$ cat config.mk
export PLATFORM = sky130hd
export DESIGN_NAME = htd_top
export DESIGN_NICKNAME = d
export VERILOG_FILES = /design/src/pkg/htd_pkg.sv /design/src/hw/htd_top.sv /design/src/hw/htd_node.sv
export SDC_FILE = /design/constraint.sdc
export NUM_CORES = 1
export LEC_CHECK = 0
export BUFFER_PORTS_ARGS = -buffer_cell sky130_fd_sc_hd__buf_2
export CAP_MARGIN = 5
export CORE_MARGIN = 2
export CORE_UTILIZATION = 47
export CTS_BUF_LIST = sky130_fd_sc_hd__clkbuf_4 sky130_fd_sc_hd__clkbuf_8 sky130_fd_sc_hd__clkbuf_16
export DETAILED_ROUTE_END_ITERATION = 10
export HOLD_SLACK_MARGIN = 0.02
export PLACE_DENSITY = 0.71
export SLEW_MARGIN = 10
export SYNTH_ARGS = -nofsm -noshare
export SYNTH_HDL_FRONTEND = slang
export SYNTH_SLANG_ARGS = --single-unit
$ cat constraint.sdc
create_clock -name sys_clk -period 2.7 [get_ports sys_clk]
set_input_delay 0.54 -clock sys_clk [delete_from_list [all_inputs] [get_ports sys_clk]]
set_output_delay 0.54 -clock sys_clk [all_outputs]
set_load 0.02 [all_outputs]
$ cat src/pkg/htd_pkg.sv
`default_nettype none

package htd_pkg;

    // Clock and reset sequence timing
    localparam int CLK_MHZ      = 200;
    localparam int RST_SEQ_NS   = 2560;
    localparam int RST_SEQ_CYC  = (RST_SEQ_NS * CLK_MHZ + 999) / 1000;
    localparam int LONG_RST_NS  = 5120;
    localparam int LONG_RST_CYC = (LONG_RST_NS * CLK_MHZ + 999) / 1000;
    localparam int CNT_W        = 12;

    // Event counts
    localparam int HW_COUNT   = 8;
    localparam int A_COUNT    = 3;
    localparam int NODE_COUNT = 4;
    localparam int IRQ_W      = 4;

    // Register byte offsets
    localparam logic [7:0] OFF_TRAP_FLAG = 8'h00;
    localparam logic [7:0] OFF_SYS_CFG   = 8'h04;
    localparam logic [7:0] OFF_RST_IND   = 8'h08;
    localparam logic [7:0] OFF_BOOT_CFG  = 8'h0C;
    localparam logic [7:0] OFF_NODE_REQ  = 8'h10;
    localparam logic [7:0] OFF_NODE_EN   = 8'h14;
    localparam logic [7:0] OFF_IRQ_STAT  = 8'h18;
    localparam logic [7:0] OFF_IRQ_MASK  = 8'h1C;

    // Field positions
    localparam int SC_BIDIR   = 0;
    localparam int SC_END_OF_INIT_INSTRUCTION   = 1;
    localparam int TF_NMI     = 0;
    localparam int TF_STK_OVR = 1;
    localparam int TF_STK_UND = 2;
    localparam int TF_UNDEF   = 3;
    localparam int TF_PROT    = 4;
    localparam int TF_OPERAND = 5;
    localparam int TF_INSTR   = 6;
    localparam int TF_BUS     = 7;
    localparam int IS_CLASS_A = 0;
    localparam int IS_CLASS_B = 1;
    localparam int IS_SW      = 2;
    localparam int IS_RESET   = 3;
    localparam int BOOT_BIT   = 4;

    // Trap numbers
    localparam logic [6:0] NUM_RESET   = 7'h00;
    localparam logic [6:0] NUM_NMI     = 7'h02;
    localparam logic [6:0] NUM_STK_OVR = 7'h04;
    localparam logic [6:0] NUM_STK_UND = 7'h06;
    localparam logic [6:0] NUM_CLASS_B = 7'h0A;
    localparam logic [A_COUNT-1:0][6:0] A_NUM =
        {NUM_STK_UND, NUM_STK_OVR, NUM_NMI};
    localparam logic [NODE_COUNT-1:0][6:0] NODE_NUM =
        {7'h47, 7'h1B, 7'h1A, 7'h19};

    // Reset indication codes
    localparam logic [1:0] RI_WDT      = 2'h0;
    localparam logic [1:0] RI_SW       = 2'h1;
    localparam logic [1:0] RI_SHORT_HW = 2'h2;
    localparam logic [1:0] RI_LONG_HW  = 2'h3;

    typedef enum logic [1:0] {LVL_NONE, LVL_B, LVL_A} htd_lvl_t;
    typedef enum logic [1:0] {SRC_HW, SRC_SW, SRC_WDT} htd_src_t;

    typedef struct packed {
        logic        req;
        logic        en;
    } htd_node_t;

    typedef struct packed {
        logic        valid;
        logic [15:0] addr;
        logic [6:0]  num;
    } htd_vec_t;

    typedef struct packed {
        logic                wait_rq;
        logic [31:0]         rdata;
        logic [HW_COUNT-1:0] tflag;
        logic [HW_COUNT-1:0] pend;
        logic                sw_pend;
        logic [6:0]          sw_num;
        htd_lvl_t            lvl;
        htd_lvl_t            prev_lvl;
        htd_vec_t            vec;
        logic                block_irq;
        logic                bidir_en;
        logic                end_of_init_instruction_done;
        logic                seq_bidir;
        htd_src_t            src;
        logic [1:0]          rst_ind;
        logic [15:0]         boot_cfg;
        logic                boot_mode;
        logic                seq_busy;
        logic                core_rst;
        logic [CNT_W-1:0]    seq_cnt;
        logic [CNT_W-1:0]    low_cnt;
        logic                pin_oe;
        logic                pin_out;
        logic [IRQ_W-1:0]    ist;
        logic [IRQ_W-1:0]    imask;
        logic                irq;
    } htd_state_t;

    localparam htd_state_t ST_RESET = '{wait_rq: 1'b1, lvl: LVL_NONE,
        prev_lvl: LVL_NONE, src: SRC_HW, default: '0};

    // Vector entries are four bytes each
    function automatic htd_vec_t vec_of(input logic [6:0] num);
        return '{valid: 1'b1, addr: {7'h00, num, 2'b00}, num: num}; // RL15
    endfunction

endpackage

`default_nettype wire

$ cat src/hw/htd_top.sv
`default_nettype none

// Function
// [RL1] Hardware traps vector at once, unmaskable
// [RL2] Each hardware trap sets its flag
// [RL3] Trap preempts unless higher trap running
// [RL4] Trap service blocks node interrupts
// [RL5] All resets restart at vector zero
// [RL6] Class A traps own vectors and flags
// [RL7] Class B traps share one vector
// [RL8] Software trap any number, current priority
// [RL9] Nodes have request, enable, fixed vector
// [RL10] Bidir enable frozen after init, reset-cleared
// [RL11] Bidir mode reports long hardware reset
// [RL12] Bidir mode latches startup config
// [RL13] Bidir mode stretches short reset
// [RL14] External reset drives pin open-drain only
// [RL15] Vector address is four times number
// [RL16] Trap flags cleared only by software
module htd_top (
    input  wire logic                 sys_clk,              // CPU clock
    input  wire logic                 reset_n,              // Async reset
    input  wire logic [7:0]           avs_address,          // Byte address
    input  wire logic                 avs_read,             // Read strobe
    input  wire logic                 avs_write,            // Write strobe
    input  wire logic [31:0]          avs_writedata,        // Write data
    output logic      [31:0]          avs_readdata,         // Read data
    output logic                      avs_waitrequest,      // Stall
    input  wire logic [7:0]           hw_trap_evt,          // Trap pulses
    input  wire logic                 sw_trap_req,          // Trap instr
    input  wire logic [6:0]           sw_trap_num,          // Its number
    input  wire logic                 trap_return,          // Service end
    input  wire logic [3:0]           node_evt,             // Node sources
    input  wire logic                 vec_take,             // Vector taken
    output htd_pkg::htd_vec_t         vec_out,              // Vector fetch
    output logic                      block_irq,            // Nodes held
    input  wire logic                 sw_reset_req,         // Soft reset
    input  wire logic                 wdt_overflow,         // Watchdog
    input  wire logic                 end_of_init_instruction, // Init done
    input  wire logic                 reset_input_pin_in,   // Pin level
    output logic                      reset_input_pin_out,  // Pin drive
    output logic                      reset_input_pin_oe,   // Pulls low
    input  wire logic [15:0]          startup_config_port,  // Straps
    output logic                      core_reset,           // Core held
    output logic                      bootstrap_mode,       // Loader on
    output logic                      irq                   // Interrupt
);
    htd_pkg::htd_state_t  s_reg;
    htd_pkg::htd_state_t  s_next;
    logic [3:0]           node_req;
    logic [3:0]           node_en;
    logic [3:0]           node_take;
    logic                 acc;
    logic                 wr;
    logic                 rst_start;
    logic                 pin_low;

    // Bus access is taken only while the stall is up
    assign acc       = s_reg.wait_rq && (avs_read || avs_write);
    assign wr        = acc && avs_write;
    assign pin_low   = !reset_input_pin_in;
    assign rst_start = !s_reg.seq_busy &&
                       (pin_low || sw_reset_req || wdt_overflow);

    // Interrupt nodes, one per source
    for (genvar g = 0; g < htd_pkg::NODE_COUNT; g++)
    begin : g_node
        htd_node u_node (
            .sys_clk (sys_clk),
            .reset_n (reset_n),
            .set_evt (node_evt[g]),
            .take    (node_take[g]),
            .wr_req  (wr && avs_address == htd_pkg::OFF_NODE_REQ),
            .wr_en   (wr && avs_address == htd_pkg::OFF_NODE_EN),
            .req_d   (avs_writedata[g]),
            .en_d    (avs_writedata[g]),
            .req     (node_req[g]),
            .en      (node_en[g])
        );
    end

    // Next state: bus, dispatch, reset sequence, status
    always_comb
    begin
        logic             a_hit;
        logic [6:0]       a_num;
        logic [2:0]       a_bit;
        logic             n_hit;
        logic [1:0]       n_idx;
        a_hit     = 1'b0;
        a_num     = '0;
        a_bit     = '0;
        n_hit     = 1'b0;
        n_idx     = '0;
        node_take = '0;
        s_next    = s_reg;
        s_next.wait_rq = !acc;
        if (acc && avs_read)
        begin
            unique case (avs_address)
                htd_pkg::OFF_TRAP_FLAG: s_next.rdata = 32'(s_reg.tflag);
                htd_pkg::OFF_SYS_CFG:
                    s_next.rdata = {30'h0, s_reg.end_of_init_instruction_done, s_reg.bidir_en};
                htd_pkg::OFF_RST_IND:  s_next.rdata = 32'(s_reg.rst_ind);
                htd_pkg::OFF_BOOT_CFG: s_next.rdata = 32'(s_reg.boot_cfg);
                htd_pkg::OFF_NODE_REQ: s_next.rdata = 32'(node_req);
                htd_pkg::OFF_NODE_EN:  s_next.rdata = 32'(node_en);
                htd_pkg::OFF_IRQ_STAT: s_next.rdata = 32'(s_reg.ist);
                htd_pkg::OFF_IRQ_MASK: s_next.rdata = 32'(s_reg.imask);
                default:               s_next.rdata = 32'h0000_0000;
            endcase
        end
        // Register writes; ones clear sticky bits
        if (wr)
        begin
            if (avs_address == htd_pkg::OFF_TRAP_FLAG)
                s_next.tflag = s_reg.tflag & ~avs_writedata[7:0]; // RL16
            if (avs_address == htd_pkg::OFF_SYS_CFG && !s_reg.end_of_init_instruction_done)
                s_next.bidir_en = avs_writedata[htd_pkg::SC_BIDIR]; // RL10
            if (avs_address == htd_pkg::OFF_IRQ_STAT)
                s_next.ist = s_reg.ist & ~avs_writedata[3:0];
            if (avs_address == htd_pkg::OFF_IRQ_MASK)
                s_next.imask = avs_writedata[3:0];
        end
        if (end_of_init_instruction)
            s_next.end_of_init_instruction_done = 1'b1;
        if (trap_return)
        begin
            s_next.lvl      = s_reg.prev_lvl;
            s_next.prev_lvl = htd_pkg::LVL_NONE;
        end
        // Lowest index wins among class A and among nodes
        for (int k = htd_pkg::A_COUNT - 1; k >= 0; k--)
        begin
            if (s_reg.pend[k])
            begin
                a_hit = 1'b1;
                a_num = htd_pkg::A_NUM[k];
                a_bit = 3'(k);
            end
        end
        for (int k = htd_pkg::NODE_COUNT - 1; k >= 0; k--)
        begin
            if (node_req[k] && node_en[k])
            begin
                n_hit = 1'b1;
                n_idx = 2'(k);
            end
        end
        // One vector outstanding at a time; pipeline must take it
        if (s_reg.vec.valid)
        begin
            if (vec_take)
                s_next.vec.valid = 1'b0;
        end
        else if (!s_reg.seq_busy && !rst_start) // No node request lost
        begin
            if (a_hit && s_reg.lvl != htd_pkg::LVL_A)               // RL3
            begin
                s_next.vec        = htd_pkg::vec_of(a_num);          // RL6
                s_next.pend[a_bit] = 1'b0;
                s_next.prev_lvl   = s_reg.lvl;
                s_next.lvl        = htd_pkg::LVL_A;                  // RL1
                s_next.ist[htd_pkg::IS_CLASS_A] = 1'b1;
            end
            else if (|s_reg.pend[htd_pkg::HW_COUNT-1:htd_pkg::A_COUNT] &&
                     s_reg.lvl == htd_pkg::LVL_NONE)
            begin
                s_next.vec = htd_pkg::vec_of(htd_pkg::NUM_CLASS_B);  // RL7
                s_next.pend[htd_pkg::HW_COUNT-1:htd_pkg::A_COUNT] = '0;
                s_next.prev_lvl = s_reg.lvl;
                s_next.lvl      = htd_pkg::LVL_B;
                s_next.ist[htd_pkg::IS_CLASS_B] = 1'b1;
            end
            else if (s_reg.sw_pend)
            begin
                // Runs at the current level, so level is left alone
                s_next.vec     = htd_pkg::vec_of(s_reg.sw_num);      // RL8
                s_next.sw_pend = 1'b0;
                s_next.ist[htd_pkg::IS_SW] = 1'b1;
            end
            else if (n_hit && s_reg.lvl == htd_pkg::LVL_NONE)        // RL4
            begin
                s_next.vec       = htd_pkg::vec_of(htd_pkg::NODE_NUM[n_idx]);
                node_take[n_idx] = 1'b1;                             // RL9
            end
        end
        if (sw_trap_req && !s_reg.sw_pend)
        begin
            s_next.sw_pend = 1'b1;
            s_next.sw_num  = sw_trap_num;
        end
        // Event sets come after the write and dispatch clears; a reset start still clears pend
        s_next.tflag = s_next.tflag | hw_trap_evt;                  // RL2
        s_next.pend  = s_next.pend | hw_trap_evt;                   // RL1
        // Internal reset sequence
        if (rst_start)
        begin
            s_next.seq_busy   = 1'b1;
            s_next.core_rst   = 1'b1;
            s_next.seq_cnt    = htd_pkg::CNT_W'(htd_pkg::RST_SEQ_CYC - 1);
            s_next.low_cnt    = '0;
            s_next.seq_bidir  = s_reg.bidir_en;
            s_next.bidir_en   = 1'b0;                               // RL10
            s_next.end_of_init_instruction_done = 1'b0;
            s_next.pin_oe     = s_reg.bidir_en;                     // RL13
            s_next.pend       = '0;
            s_next.sw_pend    = 1'b0;
            s_next.lvl        = htd_pkg::LVL_NONE;
            s_next.prev_lvl   = htd_pkg::LVL_NONE;
            s_next.vec.valid  = 1'b0;
            if (pin_low)
                s_next.src = htd_pkg::SRC_HW;
            else if (wdt_overflow)
                s_next.src = htd_pkg::SRC_WDT;
            else
                s_next.src = htd_pkg::SRC_SW;
        end
        else if (s_reg.seq_busy)
        begin
            if (pin_low &&
                s_reg.low_cnt != htd_pkg::CNT_W'(htd_pkg::LONG_RST_CYC))
                s_next.low_cnt = s_reg.low_cnt + 1'b1;
            if (s_reg.seq_cnt != '0)
                s_next.seq_cnt = s_reg.seq_cnt - 1'b1;
            else if (!(pin_low && !s_reg.seq_bidir))
            begin
                // Own pin drive is ignored once the stretch ends
                s_next.seq_busy = 1'b0;
                s_next.core_rst = 1'b0;
                s_next.pin_oe   = 1'b0;
                s_next.vec      = htd_pkg::vec_of(htd_pkg::NUM_RESET); // RL5
                s_next.ist[htd_pkg::IS_RESET] = 1'b1;
                if (s_reg.seq_bidir)
                    s_next.rst_ind = htd_pkg::RI_LONG_HW;            // RL11
                else if (s_reg.src == htd_pkg::SRC_HW)
                    s_next.rst_ind = (s_reg.low_cnt ==
                        htd_pkg::CNT_W'(htd_pkg::LONG_RST_CYC)) ?
                        htd_pkg::RI_LONG_HW : htd_pkg::RI_SHORT_HW;
                else if (s_reg.src == htd_pkg::SRC_WDT)
                    s_next.rst_ind = htd_pkg::RI_WDT;
                else
                    s_next.rst_ind = htd_pkg::RI_SW;
                if (s_reg.seq_bidir || s_reg.src == htd_pkg::SRC_HW)
                begin
                    s_next.boot_cfg  = startup_config_port;          // RL12
                    s_next.boot_mode =
                        !startup_config_port[htd_pkg::BOOT_BIT];
                end
            end
        end
        s_next.pin_out   = 1'b0;
        s_next.block_irq = s_next.lvl != htd_pkg::LVL_NONE;         // RL4
        s_next.irq       = |(s_next.ist & s_next.imask);
    end

    always_ff @(posedge sys_clk or negedge reset_n)
    begin
        if (!reset_n)
            s_reg <= htd_pkg::ST_RESET;
        else
            s_reg <= s_next;
    end

    // Outputs straight from the state register
    assign avs_readdata        = s_reg.rdata;
    assign avs_waitrequest     = s_reg.wait_rq;
    assign vec_out             = s_reg.vec;
    assign block_irq           = s_reg.block_irq;
    assign reset_input_pin_out = s_reg.pin_out;
    assign reset_input_pin_oe  = s_reg.pin_oe;
    assign core_reset          = s_reg.core_rst;
    assign bootstrap_mode      = s_reg.boot_mode;
    assign irq                 = s_reg.irq;
endmodule

`default_nettype wire

$ cat src/hw/htd_node.sv
`default_nettype none

// One interrupt node: request flag plus enable flag
module htd_node (
    input  wire logic sys_clk,  // CPU clock
    input  wire logic reset_n,  // Async reset, active low
    input  wire logic set_evt,  // Source event pulse
    input  wire logic take,     // Node vector dispatched
    input  wire logic wr_req,   // Software writes request
    input  wire logic wr_en,    // Software writes enable
    input  wire logic req_d,    // Written request value
    input  wire logic en_d,     // Written enable value
    output logic      req,      // Request flag
    output logic      en        // Enable flag
);
    htd_pkg::htd_node_t s_reg;
    htd_pkg::htd_node_t s_next;

    // Source event applied last so it beats any clear
    always_comb
    begin
        s_next = s_reg;
        if (wr_req)
            s_next.req = req_d;
        if (take)
            s_next.req = 1'b0;
        if (wr_en)
            s_next.en = en_d;
        if (set_evt)
            s_next.req = 1'b1;
    end

    always_ff @(posedge sys_clk or negedge reset_n)
    begin
        if (!reset_n)
            s_reg <= '0;
        else
            s_reg <= s_next;
    end

    assign req = s_reg.req;
    assign en  = s_reg.en;
endmodule

`default_nettype wire

==> summary.md <==
| Metric | Value |
|---|---|
| Cell taking the most area after synthesis | `dfrtp_1` |
| Clk slew on worst S/H paths | `60 ps` |
| CP Data Arrival Time | `2830 ps` |
| Switching pwr | `approximately 0.0013 W` |
| CTS root buf | `clkbuf_16` |
| Seq pwr share | `0.445` |
| Asr flop ratio synth | `1.000` |
| Sw Share | `0.2525` |
| Max reg flops | `84` |
| Part of the Yosys area used for sequential elements | `0.5104` |
| Status | `complete, no violations` |
| Met1 usage | `0.2677` |
| Drt first pass iters | `7` |
| Slack of the critical path | `214.9 ps` |
| F_max | `402.4 MHz` |
| Worst-skew pair later-pin latency | `420 ps` |
| TritonCTS Buffers | `17` |
| Routed wire length | `16.00 mm` |
| Worst Setup Start Kind | `flop` |
| Critical path type | `reg -> reg` |
| Layout cells sized above 1 | `0.2807` |
| Grt ovf | `0` |
| Maximum buffer depth of the clock tree | `2` |
| Full die area | `15370 sq um` |
| Crit-path max cell delay | `850 ps` |
| Avg Inst Size Synth | `between 10 and 15 sq um` |
| Final hold slack | `86.19 ps` |
| Die W | `124.0 microns` |
| Pins over their slew limit | `0` |
| Measured slew at the worst slew-check pin | `1209 ps` |
| Setup Buffers After CTS | `0` |
| Area fraction of the dominant cell type after synthesis | `0.5066` |
| Minimum clock period | `2485 ps` |
| Rows | `43` |
| Yosys warnings | `0` |
| GRT met3 Usage | `0.05174` |
| Setup TNS | `0 ps` |
| Setup crit end kind | `flop` |
| Drt drc | `0` |
| Count of unique library cells instantiated by Yosys | `between 60 and 70` |
| CP max stage cell | `or4_1` |
| Clock Skew | `~7.7 ps` |
| Max-Cap Viols | `0` |
| Starting density of the core | `0.4838` |
| Leak | `3.729 nW` |
| Crit-path most repeated cell | `or4_1` |
| # IOs | `149` |
| PnR Total Power | `0.005199 W` |
| Wire length per cell | `roughly 17 microns` |
| Relative slew slack | `0.1938` |
| Most Crowded Layer GR | `met2` |
| Htree depth | `4` |
| Critical path's top delay family | `simple AND/OR/NAND/NOR gates` |
| Final hold violations | `0` |
| DP HPWL | `11.39 mm` |
| Setup violators final | `0` |
| Number of synthesized register bits | `138` |
| Hold Buf Count CTS | `0` |
| First-pass GRT wire length | `24.98 mm` |
| CP required | `3050 ps` |
| Vias in the first global route | `5137` |
| Gpl congestion | `0.8515` |
| CTS tree | `yes` |
| Internal Pwr Total | `around 0.004 W` |
| Commonest cells in the netlist | `dfrtp_1 (137), nand2_1 (71), buf_4 (57)` |
| Post-Syn Area | `6768 sq um` |
| Pwr/cell area | `662.4 nW/um^2` |
| Pre-CTS setup slack | `265.8 ps` |
| Chip height | `124.0 microns` |
| Post-synth EDFFs | `0` |
| Mapped Cells | `approximately 660` |
| Core Region | `13990 sq um` |
| Critical-path maximum fanout | `11` |
| Antenna violations before repair | `0` |
| CP Cell Sequence | `or4_1 > or4_1 > a21boi_0 > a2111o_1` |
| GRT Util Overall | `0.2118` |
| Synth top area cells | `dfrtp_1 (51%), buf_4 (6.3%), mux2_2 (4.3%)` |
| Pin count of the biggest net entering global routing | `60` |
| Via density | `5.621` |
| Final Cycle Share | `0.9204` |
| Worst IR drop on VDD | `0.4675 mV` |
| Final net count | `824` |
| Ant diodes | `0` |
| RSZ-0062 raised after global routing | `false` |
| Clock power frac | `0.463` |
| GR Util met2 | `0.3513` |
| Final ANT Viol Nets | `0` |
| Via count | `5216` |
| Hold crit path type | `in -> async` |
| Starting DRT DRC Count | `444` |
| Combinational power share | `0.092` |
| Layout area overhead | `15.97%` |
| Buf/Inv on CP | `0` |
| Main flop type after synthesis | `dfrtp_1` |
| Post_cts resized | `0` |
| # port buffers | `107` |
| Clock Sinks | `138` |
| Most frequent cell after synthesis | `dfrtp_1` |
stage by stage:
step	instances	utilization	instance area [sq um]
floorplan	674	-	6828
global placement	896	0.5168	7229
detailed placement	896	0.5168	7229
CTS	928	0.5611	7849
global route	928	0.5611	7849
finish	928	0.5611	7849
cell families after synthesis:
group | Yosys count | synth area share
fa+ha+maj | 3 | 0.005547
simple gates | 231 | 0.1719
other cells | 1 | 0.0005541
xor+xnor | 16 | 0.02071
flops | 138 | 0.5104
buf+inv | 97 | 0.08745
mux | 43 | 0.07913
compound gates | 129 | 0.1242
final cells by class:
class	instances	area [sq um]
Clock buffer	19	452.9
Multi-Input combinational cell	439	2784
Timing Repair Buffer	128	724.4
Sequential cell	138	3455
Fill cell	1218	6140
Inverter	11	41.29
Clock inverter	13	166.4
Tap cell	180	225.2
power groups by stage:
stage | Combinational (W) | Sequential [W] | Clock (W)
4_1_cts | 0.000483 | 0.00231 | 0.00244
3_3_place_gp | 0.000456 | 0.00233 | 0
5_1_grt | 0.000543 | 0.00233 | 0.00255
3_5_place_dp | 0.000482 | 0.00235 | 0
6_report | 0.000477 | 0.00231 | 0.00241
2_1_floorplan | 0.000336 | 0.00230 | 0
layer usage:
metal / part of all wire / vias to the layer above
li1: - / 2406
met1: 0.43 / 2578
met2: 0.49 / 192
met3: 0.056 / 40
met4: 0.025 / 0
met5: 0 / -
cell usage in the layout, fill, tap and decap left out, drive strengths merged, types with 13 or more instances in the layout:
cell,synthesis,final
inv,11,14
mux2,33,33
clkbuf,20,19
dfrtp,137,137
o21ai,42,42
nor2,56,56
buf,66,128
nand3,13,13
nand2,71,71
conb,1,17
a21oi,31,31
nor3,17,17
path summary, 6_finish.rpt:
kind / start / endpoint / slack [ps] / cells past startpoint
worst max-delay path: s_reg[26]$_DFFE_PN0P_ / irq$_DFF_PN0_ / 210 / 4
worst min-delay path: reset_n / s_reg[39]$_DFFE_PN0P_ / 90 / 1
worst max register to register: s_reg[26]$_DFFE_PN0P_ / irq$_DFF_PN0_ / 210 / 4
worst min register to register: avs_readdata[10]$_DFFE_PN0P_ / avs_readdata[10]$_DFFE_PN0P_ / 480 / 2
max in group asynchronous: reset_n / vec_out[8]$_DFF_PN0_ / 1870 / 2
min in group sys_clk: avs_read / avs_waitrequest$_DFF_PN1_ / 290 / 2
No activity file was read; power rests on OpenSTA's default activity.
